`config.mk`:
```
export PLATFORM = sky130hd
export DESIGN_NAME = skp_exec
export DESIGN_NICKNAME = d
export VERILOG_FILES = /design/src/rtl/skp_pkg.sv /design/src/rtl/skp_pin_sync.sv /design/src/rtl/skp_exec.sv
export VERILOG_INCLUDE_DIRS = /design/src /design/src/rtl
export SDC_FILE = /design/constraint.sdc
export NUM_CORES = 1
export LEC_CHECK = 0
export BUFFER_PORTS_ARGS = -buffer_cell sky130_fd_sc_hd__buf_2
export CORE_AREA = 2 2 39 41
export DETAILED_ROUTE_END_ITERATION = 8
export DIE_AREA = 0 0 41 43
export SYNTH_ARGS = -nofsm -noshare
export SYNTH_HDL_FRONTEND = slang
export SYNTH_HIERARCHICAL = 1
export SYNTH_SLANG_ARGS = --single-unit
```
`constraint.sdc`:
```
create_clock -name i_ref_clk -period 1.3 [get_ports i_ref_clk]
set_input_delay 0.195 -clock i_ref_clk [delete_from_list [all_inputs] [get_ports i_ref_clk]]
set_output_delay 0.195 -clock i_ref_clk [all_outputs]
set_load 0.005 [all_outputs]
```
`src/rtl/skp_map.svh`:
```
// Constants for the conditional-skip execution block.
// Assumes one include per compile unit; guarded anyway.
`ifndef SKP_MAP_SVH
`define SKP_MAP_SVH

// ----------------------------------------------------------------
// Opcodes (ten-bit words)
// ----------------------------------------------------------------
`define SKP_OP_IRQ1_LEVEL   10'h03B
`define SKP_OP_POWERDOWN    10'h003

// ----------------------------------------------------------------
// Field positions and reset values
// ----------------------------------------------------------------
`define SKP_IRQ1_SEL_BIT    2
`define SKP_OPCODE_RST      10'h000

// ----------------------------------------------------------------
// Timing
// ----------------------------------------------------------------
`define SKP_CYCLES_PER_INSN 1

`endif

```
`src/rtl/skp_pkg.sv`:
```
// Types shared by the conditional-skip execution block.
// Assumes skp_map.svh supplies numeric constants.
package skp_pkg;

  typedef logic [9:0] skp_word_t;

  // Instruction presented by the sequencer for one machine cycle
  typedef struct packed {
    logic      valid;
    skp_word_t opcode;
  } skp_insn_s;

  // Verdict on the instruction that follows
  typedef struct packed {
    logic done;
    logic skip;
  } skp_verdict_s;

  typedef enum logic [1:0] {
    SKP_KIND_NONE,
    SKP_KIND_IRQ1,
    SKP_KIND_PDOWN
  } skp_kind_e;

endpackage

```
`src/rtl/skp_pin_sync.sv`:
```
// Three-stage synchroniser with agreement filter for one pin.
// Assumes the pin is asynchronous to i_ref_clk.
`timescale 1ns/10ps
module skp_pin_sync
  import skp_pkg::*;
(
  input  wire logic i_ref_clk,
  input  wire logic i_sys_rst,
  input  wire logic i_pin,
  output logic      o_level
);

  logic [2:0] stg_q;
  logic [2:0] stg_d;
  logic       lvl_q;
  logic       lvl_d;

  // ----------------------------------------------------------------
  // Next state
  // ----------------------------------------------------------------
  // Stage 0 feeds only stage 1; the level moves when 1 and 2 agree
  always_comb begin
    stg_d = {stg_q[1:0], i_pin};
    lvl_d = lvl_q;
    if (stg_q[1] == stg_q[2]) begin
      lvl_d = stg_q[2];
    end
  end

  always_ff @(posedge i_ref_clk) begin
    if (i_sys_rst) begin
      stg_q <= 3'h0;
      lvl_q <= 1'b0;
    end else begin
      stg_q <= stg_d;
      lvl_q <= lvl_d;
    end
  end

  assign o_level = lvl_q;

endmodule

```
`src/rtl/skp_exec.sv`:
```
// Execution of two conditional-skip instructions of a 4-bit core.
// Assumes the sequencer presents one decoded word per machine cycle
// and honours o_skip_next on the instruction that follows.
// The pin reaches the verdict four cycles after it settles; a
// glitch shorter than one cycle never reaches it.
// Flags are only mirrored: this block has no path that alters them.
//
// How it works
// - Select 0: pin-level opcode skips next when irq pin one is low.
// - Select 1: pin-level opcode skips next when irq pin one is high.
// - Select 0 and pin high: next instruction executes normally.
// - Select 1 and pin low: next instruction executes normally.
// - Power-down opcode skips when flag is 1; flag left untouched.
// - Power-down opcode with flag 0: next instruction executes.
`include "skp_map.svh"
`timescale 1ns/10ps
module skp_exec
  import skp_pkg::*;
(
  input  wire logic       i_ref_clk,
  input  wire logic       i_sys_rst,
  input  wire logic       i_insn_valid,
  input  wire logic [9:0] i_opcode,
  input  wire logic       i_ext_irq_pin_one,
  input  wire logic [3:0] i_second_irq_control_reg,
  input  wire logic       i_powerdown_flag,
  input  wire logic       i_carry_flag,
  output logic            o_done,
  output logic            o_skip_next,
  output logic            o_carry_flag,
  output logic            o_powerdown_flag
);

  // ----------------------------------------------------------------
  // Decode
  // ----------------------------------------------------------------
  function automatic skp_kind_e decode(input skp_insn_s insn);
    decode = SKP_KIND_NONE;
    if (insn.valid) begin
      case (insn.opcode)
        `SKP_OP_IRQ1_LEVEL: decode = SKP_KIND_IRQ1;
        `SKP_OP_POWERDOWN:  decode = SKP_KIND_PDOWN;
        default:            decode = SKP_KIND_NONE;
      endcase
    end
  endfunction

  skp_insn_s    insn;
  skp_kind_e    kind;
  logic         pin_lvl;
  logic         irq1_level_select;
  skp_verdict_s vd_q;
  skp_verdict_s vd_d;
  logic         carry_q;
  logic         carry_d;
  logic         pd_q;
  logic         pd_d;

  assign insn              = '{valid: i_insn_valid, opcode: i_opcode};
  assign kind              = decode(insn);
  assign irq1_level_select = i_second_irq_control_reg[`SKP_IRQ1_SEL_BIT];

  // The pin is outside the core clock; filtered before it is tested
  skp_pin_sync u_sync (
    .i_ref_clk (i_ref_clk),
    .i_sys_rst (i_sys_rst),
    .i_pin     (i_ext_irq_pin_one),
    .o_level   (pin_lvl)
  );

  // ----------------------------------------------------------------
  // Verdict
  // ----------------------------------------------------------------
  always_comb begin
    vd_d = '{done: 1'b0, skip: 1'b0};
    // single cycle
    // Every recognised opcode finishes in the cycle it is taken
    case (kind)
      SKP_KIND_IRQ1: begin
        vd_d.done = 1'b1;
        vd_d.skip = (pin_lvl == irq1_level_select);
      end
      SKP_KIND_PDOWN: begin
        vd_d.done = 1'b1;
        vd_d.skip = i_powerdown_flag;
      end
      default: begin
        vd_d = '{done: 1'b0, skip: 1'b0};
      end
    endcase
  end

  always_ff @(posedge i_ref_clk) begin
    if (i_sys_rst) begin
      vd_q <= '{done: 1'b0, skip: 1'b0};
    end else begin
      vd_q <= vd_d;
    end
  end

  // ----------------------------------------------------------------
  // Flag mirrors
  // ----------------------------------------------------------------
  always_comb begin
    // carry untouched
    // Neither opcode has a path that could write the carry
    carry_d = i_carry_flag;
    // flag kept
    // Flag is only mirrored, never cleared by the test
    pd_d    = i_powerdown_flag;
  end

  always_ff @(posedge i_ref_clk) begin
    if (i_sys_rst) begin
      carry_q <= 1'b0;
      pd_q    <= 1'b0;
    end else begin
      carry_q <= carry_d;
      pd_q    <= pd_d;
    end
  end

  assign o_done           = vd_q.done;
  assign o_skip_next      = vd_q.skip;
  assign o_carry_flag     = carry_q;
  assign o_powerdown_flag = pd_q;

  // ----------------------------------------------------------------
  // Checks
  // ----------------------------------------------------------------
  AST_IRQ1_SEL0_LOW: assert property (
    @(posedge i_ref_clk) disable iff (i_sys_rst)
    (kind == SKP_KIND_IRQ1 && !irq1_level_select && !pin_lvl)
      |=> (o_done && o_skip_next))
    else $error("pin low with select 0 did not skip");

  AST_IRQ1_SEL1_HIGH: assert property (
    @(posedge i_ref_clk) disable iff (i_sys_rst)
    (kind == SKP_KIND_IRQ1 && irq1_level_select && pin_lvl)
      |=> (o_done && o_skip_next))
    else $error("pin high with select 1 did not skip");

  AST_IRQ1_SEL0_HIGH: assert property (
    @(posedge i_ref_clk) disable iff (i_sys_rst)
    (kind == SKP_KIND_IRQ1 && !irq1_level_select && pin_lvl)
      |=> (o_done && !o_skip_next))
    else $error("pin high with select 0 skipped");

  AST_IRQ1_SEL1_LOW: assert property (
    @(posedge i_ref_clk) disable iff (i_sys_rst)
    (kind == SKP_KIND_IRQ1 && irq1_level_select && !pin_lvl)
      |=> (o_done && !o_skip_next))
    else $error("pin low with select 1 skipped");

  AST_PDOWN_SKIP: assert property (
    @(posedge i_ref_clk) disable iff (i_sys_rst)
    (kind == SKP_KIND_PDOWN && i_powerdown_flag)
      |=> (o_done && o_skip_next && o_powerdown_flag))
    else $error("power-down flag set but no skip or flag lost");

  AST_PDOWN_EXEC: assert property (
    @(posedge i_ref_clk) disable iff (i_sys_rst)
    (kind == SKP_KIND_PDOWN && !i_powerdown_flag)
      |=> (o_done && !o_skip_next))
    else $error("power-down flag clear but skipped");

  AST_CARRY_KEPT: assert property (
    @(posedge i_ref_clk) disable iff (i_sys_rst)
    (kind != SKP_KIND_NONE) |=> (o_carry_flag == $past(i_carry_flag)))
    else $error("carry flag disturbed by skip opcode");

  AST_ONE_CYCLE: assert property (
    @(posedge i_ref_clk) disable iff (i_sys_rst)
    (i_insn_valid && (i_opcode == `SKP_OP_IRQ1_LEVEL
      || i_opcode == `SKP_OP_POWERDOWN)) ##1 !i_insn_valid
      |=> !o_done)
    else $error("skip opcode took more than one cycle");

  AST_NO_SKIP_OTHERS: assert property (
    @(posedge i_ref_clk) disable iff (i_sys_rst)
    (kind == SKP_KIND_NONE) |=> (!o_done && !o_skip_next))
    else $error("unrelated opcode produced a verdict");

  AST_PIN_FILTER: assert property (
    @(posedge i_ref_clk) disable iff (i_sys_rst)
    $changed(pin_lvl) |-> (pin_lvl == $past(u_sync.stg_q[2])))
    else $error("pin level changed without agreement");

  AST_PIN_AGREE: assert property (
    @(posedge i_ref_clk) disable iff (i_sys_rst)
    $changed(pin_lvl)
      |-> ($past(u_sync.stg_q[1]) == $past(u_sync.stg_q[2])))
    else $error("pin level moved before two stages agreed");

  AST_PDOWN_CLEAR_KEPT: assert property (
    @(posedge i_ref_clk) disable iff (i_sys_rst)
    (kind == SKP_KIND_PDOWN && !i_powerdown_flag)
      |=> !o_powerdown_flag)
    else $error("power-down flag clear but shown set");

  AST_PDOWN_FLAG_KEPT: assert property (
    @(posedge i_ref_clk) disable iff (i_sys_rst)
    (kind == SKP_KIND_PDOWN)
      |=> (o_powerdown_flag == $past(i_powerdown_flag)))
    else $error("power-down flag altered by its skip test");

  AST_CARRY_ALWAYS: assert property (
    @(posedge i_ref_clk) disable iff (i_sys_rst)
    !i_sys_rst |=> (o_carry_flag == $past(i_carry_flag)))
    else $error("carry flag mirror lost its value");

  AST_SKIP_WITH_DONE: assert property (
    @(posedge i_ref_clk) disable iff (i_sys_rst)
    o_skip_next |-> o_done)
    else $error("skip verdict shown without a finished opcode");

  AST_RESET_QUIET: assert property (
    @(posedge i_ref_clk)
    i_sys_rst |=> (!o_done && !o_skip_next
      && !o_carry_flag && !o_powerdown_flag))
    else $error("outputs not cleared by reset");

endmodule

```
# Word-level counts from Yosys, hierarchy flattened
# Cells that the tools add are included.
dict set report totals {
  regBits 8
  wordCells 15
}
dict set report classes {
  muxes 3
  eq_ne 6
}
# cell n
set ops {}
lappend ops {{$eq 10x2->1 const B} 1}
lappend ops {{$eq 10x6->1 const B} 1}
lappend ops {{$pmux 2 s2} 2}
lappend ops {{$eq 1x1->1} 2}
lappend ops {{$eq 2x1->1 const B} 1}
lappend ops {{$eq 2x2->1 const B} 1}
lappend ops {{$mux 2} 1}

# Depth between registers and ports, before layout
# Gate-level depths: netlist of run 1.
dict set report logic_depth {
  word_depth 5
  ltp_mapped 5
  ltp_nobuf 5
}

# Modules after synthesis
# The synthesis of run 1 kept the hierarchy.
# mod area_each_um2 seq_area_each_um2 n_inst cells_per_inst
set modules_own_cells {}
lappend modules_own_cells {skp_exec 217.7 80.1 1 20}
lappend modules_own_cells {skp_pin_sync 112.6 80.1 1 10}

# Worst setup path after synthesis of run 1
# Ideal clock, no wire load.
dict set report synth_path {
  path_kind {input port to flip-flop}
  from {input i_opcode[9]}
  to {register vd_q (netlist bit o_skip_next)}
  path_buffers 0
  arrival_ps 1159
  cell_stages 5
  path_slack_ps 24
  cell_sequence {nor4b_4 nand3_1 ha_1 nor2_1 a32o_1}
}
dict set report synth_via {
  elab_chain_len 5
  word_cells_on_any_way 7
}
# element line
set synth_lines {}
lappend synth_lines {{start, declared} skp_exec.sv:23} ;# input wire logic [9:0] i_opcode,
lappend synth_lines {{$eq 10x2->1 or $eq 10x6->1 (tied branches)} skp_exec.sv:40} ;# case (insn.opcode)
lappend synth_lines {{$pmux 2 s2 *} skp_exec.sv:40}
lappend synth_lines {{$mux 2 *} skp_exec.sv:39} ;# if (insn.valid) begin
lappend synth_lines {{$eq 2x2->1 or $eq 2x1->1 (tied branches)} skp_exec.sv:78} ;# case (kind)
lappend synth_lines {{$pmux 2 s2 *} skp_exec.sv:78}
lappend synth_lines {{end signal, assigned} skp_exec.sv:95} ;# vd_q <= '{done: 1'b0, skip: 1'b0};
lappend synth_lines {{end signal, assigned} skp_exec.sv:97} ;# vd_q <= vd_d;
lappend synth_lines {{end, declared} skp_exec.sv:52} ;# skp_verdict_s vd_q;
# Mark *: on every way between the ends. The rest lies on a longest branch, timed or not.
# A chain may end at the register's enable or synchronous reset.

# Worst setup path after layout of run 1
dict set report layout_path {
  from {input i_opcode[8]}
  to {register vd_q (netlist bit o_skip_next)}
}
# The elaborated chain is that of the path after synthesis.

==> impl_results.md, run 1 <==
- Area Growth Syn to Fin: 57.58%
- Fillers: 148
- Initial Util: between 20% and 30%
- Share of the synthesized area in the top cell type: 48.48%
- Syn avg cell area: 11.01 um^2
- Hold Vio Cnt, Final: 0
- Required time of the worst setup path: 1.44 ns
- Initial DRC Count: 0
- Final Net Count: just under 80
- Startpoint type of the worst setup path: input port
- Clk pin slew, worst setup/hold paths: 0.05 ns
- Status: finished clean
- Maximum vdd ir drop: about 0.23 mV
- Grt total ovfl: 0
- Layout cells sized above 1: 56.60%
- Final GP Congestion: 0.5639
- Yosys warns: 6
- Met1 Use GR: 7.419%
- Hold Path Stages: 2
- Synth Instances: 30
- FF+latch count, synth: 8
- Post-synth EDFFs: 0
- First-pass GRT wire length: 924 um
- Max-slew violation count: 0
- Die height: ~43 um
- Sequential area share after synthesis: 48.48%
- M3 GR Usage: 1.571%
- Die ar.: 1763 um^2
- CTS Root Cell: clkbuf_4
- Count of clock tree sinks: 8
- Async SR Flop Fraction: 0%
- Top post-synthesis cells by count: dfxtp_1 (8), nor2b_1 (5), and3_1 (3)
- Die width: 41 um
- Core Area: 1384 um^2
- Cell Rows: 14
- Critical Path End Type: flop
- Count leader, synth: dfxtp_1
- Ant diodes: 0
- Worst-margin pin slew: 0.2949 ns
- Setup bufs post-CTS: 0
- Total chip power: 0.4914 mW
- Via density: 4.246
- CTS tree: built
- Htree depth: 1
- Routed WL per cell: 10.06 um
- Crit path DAT: 1.36 ns
- PortBufs: 20
- Pleak: 0.2270 nW
- Pwr/cell area: around 940 nW/um^2
- DP Worst Slack: -0.2057 ns
- Slew margin rel.: 80.26%
- Min-delay worst type: input port to flop
- Pre-Repair DR Iteration Count: 1
- Syn nets: 52
- Clock Skew: 0.001523 ns
- Area contributors post-synth: dfxtp_1 (48%), nor2b_1 (9.5%), ha_1 (7.6%)
- Initial antenna violation count: 0
- Dominant synthesized flop cell: dfxtp_1
- Num CTS Buffers: 3
- Clock tree buffer depth: 2
- Crit path time final: about 1.2 ns
- # DRC: 0
- Largest net degree at the start of global routing: 9
- Area leader, netlist: dfxtp_1
- Vias in the first global route: between 200 and 300
- Worst-case reg-to-reg path depth: 2
- Total Routing Usage GR: 8.241%
- Post-route clock period utilization: ~94%
- Clock latency on the worst-skew pair: ~0.25 ns
- Via count: 293
- Post-Route WL: 694 um
- F_max: 817.2 MHz
- Max_cap viols: 0
- Met2 Usage GRT: 12.81%
- Final ANT Viol Nets: 0
- IO Pins: 24
- CP Max Fanout: 4
- Final setup viols: 0
- Kind of critical path: input port to flop
- Final WS setup: 0.07628 ns
- Mapped cell area: 330.3 um^2
- Top Usage Layer GRT: met2
- Netlist cell types: 15
per-layer routing:
metal,part of all wire [%],wire (um)
met5,0,0
met4,0,0
met3,9.2,64
met2,52,361
met1,39,268
cells in the final DEF (no fill, tap or decap):
cell type / netlist / layout
buf_2: 0 / 18
ha_4: 0 / 1
xnor2_1: 1 / 1
dfxtp_1: 8 / 8
nor2b_1: 5 / 5
nand2_1: 1 / 1
a21oi_1: 1 / 1
o21ai_1: 1 / 1
buf_6: 0 / 2
ha_1: 2 / 1
and3_1: 3 / 2
nor3b_2: 0 / 1
nor4b_4: 1 / 1
nor2_4: 0 / 1
nor3_1: 1 / 1
clkbuf_4: 0 / 3
nand3_1: 2 / 1
and4bb_2: 1 / 1
nand3_2: 0 / 1
and3_4: 0 / 1
a32o_1: 1 / 1
repair_timing:
item | in CTS | in global routing
hold buffers | 0 | 0
gates resized for setup | 0 | 8
endpoints found under the setup margin | 0 | 1
worst paths after layout:
| kind | start | slack (ns) | to |
|---|---|---|---|
| max | i_opcode[8] | 0.08 | o_skip_next |
| min | i_carry_flag | 0.16 | o_carry_flag |
| max reg2reg | u_sync/o_level | 0.53 | o_skip_next |
| min reg2reg | u_sync/stg_q[0] | 0.45 | u_sync/stg_q[1] |
kinds of logic after synthesis:
family	count (synthesis)	synth area share [%]
and+or+nand+nor	16	35.22
DFF	8	48.48
AOI/OAI and AO/OA	3	6.058
adders and majority gates	2	7.575
xor gates and xnor gates	1	2.652
sequential cells by signal, summed over array words and instances (netlist names):
register / cells
u_sync/stg_q: 3
o_carry_flag: 1
o_done: 1
o_powerdown_flag: 1
o_skip_next: 1
u_sync/o_level: 1
report_power, final:
part	internal, mW	total [mW]	switching [mW]	leakage, nW
clock	0.105	0.184	0.0788	0.0138
sequential	0.253	0.255	0.00193	0.0655
combinational	0.0325	0.0528	0.0203	0.148
metrics by stage:
step           utilization, %  setup TNS (ns)  std cells  hold slack, ns  cell area (um^2)
2_1_floorplan               -               0         30          0.2641             330.3
4_1_cts                 34.18               0         69          0.1497             473.0
3_5_place_dp            32.55         -0.2057         66          0.4127             450.4
5_1_grt                 37.61        -0.01671         69          0.1555             520.5
6_report                37.61               0         69          0.1563             520.5
3_3_place_gp            32.55         -0.1700         66          0.4157             450.4
worst max-delay path, stage by stage:
cell and delay [ns]:
buf_6 0.09, nor4b_4 0.34, nand3_2 0.16, ha_4 0.31
nor3b_2 0.04, a32o_1 0.21
area by class of cell:
cell class	count	area, um^2	share of cell area, %
multi-input combinational	22	205.2	39.42
clock buffer	3	22.52	4.327
tap	16	20.02	3.846
timing repair buffer	20	112.6	21.63
sequential	8	160.2	30.77
No activity file was read; power rests on OpenSTA's default activity.
==> run 2, diff against run 1 <==
--- a/config.mk
+++ b/config.mk
@@ -8,6 +8,7 @@
 export LEC_CHECK = 0
 export BUFFER_PORTS_ARGS = -buffer_cell sky130_fd_sc_hd__buf_2
 export CORE_AREA = 2 2 39 41
+export CTS_BUF_LIST = sky130_fd_sc_hd__clkbuf_8 sky130_fd_sc_hd__clkbuf_16
 export DETAILED_ROUTE_END_ITERATION = 8
 export DIE_AREA = 0 0 41 43
 export SYNTH_ARGS = -nofsm -noshare
==> constraint.sdc (replaced) <==
create_clock -name i_ref_clk -period 1.5 [get_ports i_ref_clk]
set_input_delay 0.225 -clock i_ref_clk [delete_from_list [all_inputs] [get_ports i_ref_clk]]
set_output_delay 0.225 -clock i_ref_clk [all_outputs]
set_load 0.005 [all_outputs]
==> impl_results.md, run 2 (synthesis results as in run 1) <==
- Max_cap viols: 0
- Reg-to-Reg End: o_skip_next
- Sequential Area: around 160 um^2
- CTS Root Cell: clkbuf_8
- Via count: 294
- CTS tree: built
- Pwr/cell area: about 1000 nW/um^2
- IO Pins: 24
- Worst-margin pin slew: between 0.2 and 0.3 ns
- PortBufs: 20
- Reg-to-reg slack, setup: between 0.7 and 0.8 ns
- Clk pin slew, worst setup/hold paths: 0.04 ns
- F_max: about 760 MHz
- Final setup viols: 0
- Routed WL per cell: 8.942 um
- Slew margin rel.: between 80% and 90%
- Reg with most FFs: u_sync/stg_q
- Die ar.: 1763 um^2
- Delay of the slowest critical-path stage: 0.32 ns
- Via density: between 4 and 5
- Grt total ovfl: 0
- First-pass GRT wire length: 966 um
- Crit path DAT: 1.48 ns
- Destination of the worst hold path: o_carry_flag
- # placed instances: between 60 and 70
- Count of clock tree sinks: 8
- Clock Skew: 0.0005757 ns
- Required time of the worst setup path: 1.66 ns
- Post-route clock period utilization: 87.59%
- CTS resizes: 0
- CP cell instances: buf_2, nor4b_4, and3_1, ha_1, nor3b_1, a32o_1
- Cell Rows: 14
- Status: finished clean
- Crit path time final: 1.314 ns
- Commonest non-fill, non-tap cell in the layout: buf_2
- Maximum vdd ir drop: 0.2626 mV
- Startpoint type of the worst setup path: input port
- Post-DP Area: about 450 um^2
- Area Growth Syn to Fin: 48.86%
- R2r startpoint: u_sync/o_level
- Clock latency on the worst-skew pair: 0.22 ns
- Final GP Congestion: 0.5641
- Unrepaired setup endpoints after global routing: false
- Final Net Count: 77
- Hold Vio Cnt, Final: 0
- Multi-input gate area: 170.2 um^2
- Layout cells sized above 1: 47.17%
- Fillers: 156
- Hold buffer count at CTS: 0
- Final core occ: approximately 36%
- Final instance area: 491.7 um^2
- Final ANT Viol Nets: 0
- Min-delay worst type: input port to flop
- Clock tree buffer depth: 2
- Total Routing Usage GR: 8.442%
- Pleak: 0.2318 nW
- Htree depth: 1
- Post-Route WL: 617 um
- Ant diodes: 0
- Setup bufs post-CTS: 0
- CP Max Fanout: 4
- HP Start: i_carry_flag
- Vias in the first global route: 279
- CP max-delay cell: nor4b_4
- Final non-filler cell total: 69
- Max-slew violation count: 0
- # DRC: 0
- Initial DRC Count: 1
- Die width: just over 40 um
- Largest net degree at the start of global routing: 9
- Die height: 43 um
- Pre-Repair DR Iteration Count: 3
- Worst-case reg-to-reg path depth: 2
- Core Area: 1384 um^2
- Initial Util: 23.87%
- Initial antenna violation count: 0
- Hold Path Stages: 2
- Kind of critical path: input port to flop
- Num CTS Buffers: 3
- Max FFs per register: 3
- Critical Path End Type: flop
- Most frequent cells in the layout: buf_2 (20), dfxtp_1 (8), nor2b_1 (5)
==> run 2: cell count changes in the layout (fill, tap and decap cells not counted), moves of 2 or more <==
cell	previous run	this run
clkbuf_8	0	3
buf_2	18	20
buf_6	2	0
clkbuf_4	3	0
==> run 2: report_power, final <==
part	internal, mW	switching [mW]	leakage [nW]	total [mW]
Sequential	0.220	0.00165	0.0655	0.222
Combinational	0.0248	0.0160	0.145	0.0409
Clock	0.173	0.0750	0.0216	0.248
==> run 2: layout make-up <==
cell class                 count  share of cell area [%]
clock buffer                   3                   8.397
multi-input combinational     22                   34.61
tap                           16                   4.071
sequential                     8                   32.57
timing repair buffer          20                   20.36
==> run 2: critical path, delay by kind of cell <==
family | cells | cell delay [ns]
AND/OR/NAND/NOR | 3 | 0.74
adder cells (fa/ha/maj) | 1 | 0.24
AO/OA/AOI/OAI | 1 | 0.16
buffers and inverters | 1 | 0.11
==> run 2: per-layer routing <==
| layer | vias to the layer above | wire [um] | global-route usage, % |
|---|---|---|---|
| met2 | 13 | 298 | 12.81 |
| li1 | 153 | - | - |
| met4 | 0 | 0 | 8.000 |
| met1 | 128 | 254 | 8.065 |
| met5 | - | 0 | 0 |
| met3 | 0 | 64 | 3.141 |
==> run 2: worst max-delay path by stage <==
| stage | from | end | slack, ns |
|---|---|---|---|
| CTS | i_opcode[9] | o_skip_next | 0.18 |
| finish | i_opcode[9] | o_skip_next | 0.19 |
| detailed placement | i_opcode[9] | o_skip_next | -0.04 |
| global placement | i_opcode[9] | o_skip_next | 0.00002 |
| floorplan | i_opcode[9] | o_skip_next | 0.19 |
| global route | i_opcode[9] | o_skip_next | 0.09 |
==> run 2: per-stage QoR <==
stage	setup WS, ns	hold slack (ns)	total power [mW]	setup TNS [ns]
after CTS	0.1837	0.2133	0.5192	0
after floorplan	0.1935	0.2941	0.2368	0
after global routing	0.08738	0.2175	0.5341	0
after detailed placement	-0.03514	0.4401	0.2665	-0.03514
after global placement	0.00001821	0.4223	0.2651	0
final	0.1861	0.2131	0.5105	0
==> run 3, diff against run 2 <==
--- a/config.mk
+++ b/config.mk
@@ -7,11 +7,13 @@
 export NUM_CORES = 1
 export LEC_CHECK = 0
 export BUFFER_PORTS_ARGS = -buffer_cell sky130_fd_sc_hd__buf_2
+export CELL_PAD_IN_SITES_DETAIL_PLACEMENT = 0
+export CELL_PAD_IN_SITES_GLOBAL_PLACEMENT = 1
 export CORE_AREA = 2 2 39 41
 export CTS_BUF_LIST = sky130_fd_sc_hd__clkbuf_8 sky130_fd_sc_hd__clkbuf_16
 export DETAILED_ROUTE_END_ITERATION = 8
 export DIE_AREA = 0 0 41 43
+export PLACE_DENSITY_LB_ADDON = 0.1
 export SYNTH_ARGS = -nofsm -noshare
 export SYNTH_HDL_FRONTEND = slang
-export SYNTH_HIERARCHICAL = 1
 export SYNTH_SLANG_ARGS = --single-unit
==> impl_results.md, run 3 <==
- Core Area: 1384 um^2
- Post-route clock period utilization: 87.48%
- Grt total ovfl: 0
- Worst-margin pin slew: roughly 0.26 ns
- Die width: 41 um
- Via density: approximately 4.2
- Count leader, synth: dfxtp_1
- Synth Instances: 30
- Worst-case reg-to-reg path depth: 2
- F_max: 762.1 MHz
- Final setup viols: 0
- CP Max Fanout: 4
- Final hold slack: 0.2213 ns
- Unrepaired setup endpoints after global routing: false
- Post-Route WL: between 600 and 700 um
- Max FFs per register: 3
- Mux cell area share after synthesis: 0%
- Required time of the worst setup path: roughly 1.7 ns
- Crit path DAT: about 1.5 ns
- Area leader, netlist: dfxtp_1
- Multi-input gate area: 165.2 um^2
- Cell Rows: 14
- Synth Area in Compound Gates: 6.154%
- Worst path top cell family by delay: simple AND/OR/NAND/NOR gates
- Post-synth EDFFs: 0
- Area Growth Syn to Fin: 49.62%
- Fillers: 150
- Post-Synth XOR/XNOR Area: 2.692%
- Vias in the first global route: 300
- Final GP Congestion: 0.6278
- CP cell instances: buf_2, nor4_4, and3_1, ha_1, nor3b_1, a32o_1
- Critical Path End Type: flop
- Total Routing Usage GR: a little under a tenth
- Startpoint type of the worst setup path: input port
- Met2 Wirelength: 308 um
- Clk pin slew, worst setup/hold paths: 0.04 ns
- Final WS setup: 0.1878 ns
- Hold buffer count at CTS: 0
- Crit. path cell count: 6
- Status: finished clean
- Initial antenna violation count: 0
- Delay of the slowest critical-path stage: 0.31 ns
- Mapped cell area: 325.3 um^2
- Sequential Area: 160.2 um^2
- Maximum vdd ir drop: 0.4183 mV
- Via count: a little under 300
- Syn avg cell area: about 11 um^2
- Critical path buffers and inverters: 1
- Reg with most FFs: u_sync.stg_q
- DP Wirelength: 520.1 um
- Most frequent cells in the layout: buf_2 (20), dfxtp_1 (8), nor2b_1 (5)
- Slew margin rel.: 82.62%
- Met3 wire length: just over 60 um
- Top post-synthesis cells by count: dfxtp_1 (8), nor2b_1 (5), and3_1 (3)
- Setup_tns: 0 ns
- Largest family of logic cells by synthesized area: simple AND/OR/NAND/NOR gates
- # placed instances: 66
- Share of the synthesized area in the top cell type: 49.23%
- Count of clock tree sinks: 8
- Clock tree buffer depth: 2
- PortBufs: 20
- Final ANT Viol Nets: 0
- Commonest non-fill, non-tap cell in the layout: buf_2
- Ant diodes: 0
- Die ar.: 1763 um^2
- Adder-cell share of the synthesized area: 7.692%
- IO Pins: 24
- Largest net degree at the start of global routing: 9
- Dominant synthesized flop cell: dfxtp_1
- Crit path time final: 1.312 ns
- Initial Util: 23.51%
- CP max-delay cell: nor4_4
- CTS Root Cell: clkbuf_8
- Initial DRC Count: 2
- Netlist cell types: 15
- Area contributors post-synth: dfxtp_1 (49%), nor2b_1 (9.6%), ha_1 (7.7%)
- Htree depth: 1
- CTS resizes: 0
- Setup bufs post-CTS: 0
- Hold Path Stages: 2
- Pre-Repair DR Iteration Count: 2
- Final core occ: 35.17%
- Syn nets: 52
- Wl on met1: 245 um
- DP Worst Slack: -0.01780 ns
- Sequential area share after synthesis: 49.23%
- Pwr/cell area: 1042 nW/um^2
- Max_cap viols: 0
- FF+latch count, synth: 8
- Kind of critical path: input port to flop
- Clock latency on the worst-skew pair: 0.22 ns
- Hold Vio Cnt, Final: 0
- Routed WL per cell: 9.087 um
- Max-slew violation count: 0
- Num CTS Buffers: 3
- Die height: 43 um
- Final non-filler cell total: 69
- Final Net Count: 77
- Min-delay worst type: input port to flop
- Async SR Flop Fraction: 0%
- Clock Skew: 0.0001250 ns
- Yosys warns: 0
- Synth Area in Simple Gates: 34.23%
- Layout cells sized above 1: 45.28%
- # DRC: 0
- Reg-to-reg slack, setup: approximately 0.75 ns
- Pleak: 0.2290 nW
- CTS tree: built
- Highest Signal Layer: met4
- First-pass GRT wire length: around 1100 um
## run 3: per-stage QoR
stage | total power [mW] | cell area [um^2]
after global routing | 0.5361 | 486.7
final | 0.5070 | 486.7
after CTS | 0.5162 | 486.7
after global placement | 0.2637 | 445.4
after floorplan | 0.2354 | 325.3
after detailed placement | 0.2652 | 445.4
## run 3: cell type report
cell class / count / area share [%]
multi-input cells: 22 / 33.93
well taps: 16 / 4.113
repair buffers: 20 / 20.57
flip-flops and latches: 8 / 32.90
clock buffers: 3 / 8.483
## run 3: layer usage
metal	GRT usage (%)	vias to the layer above
li1	-	156
met1	8.710	117
met2	14.37	16
met3	3.665	2
met4	10.00	0
met5	0	-
## run 3: worst reg2reg max path: cells and delay by family (launching register included)
family | cells | cell delay [ns]
AO/OA/AOI/OAI | 1 | 0.20
flip-flops | 1 | 0.32
XOR/XNOR | 1 | 0.13
## run 3: kinds of logic (layout without fill, tap and decap cells)
family                   count (synthesis)  after routing
flip-flops                               8              8
XOR/XNOR                                 1              1
AND/OR/NAND/NOR                         16             16
AO/OA/AOI/OAI                            3              3
adder cells (fa/ha/maj)                  2              2
buffers and inverters                    0             23
## run 3: power breakdown
part / internal (mW) / leakage [nW] / switching [mW] / total [mW]
clock: 0.173 / 0.0216 / 0.0727 / 0.245
sequential: 0.220 / 0.0655 / 0.00148 / 0.221
combinational: 0.0235 / 0.142 / 0.0166 / 0.0401
## run 3: final timing paths
kind	from	endpoint
worst max-delay path	i_opcode[2]	o_skip_next
worst min-delay path	i_carry_flag	o_carry_flag
worst max register to register	u_sync.o_level	o_skip_next
worst min register to register	u_sync.stg_q[0]	u_sync.stg_q[1]
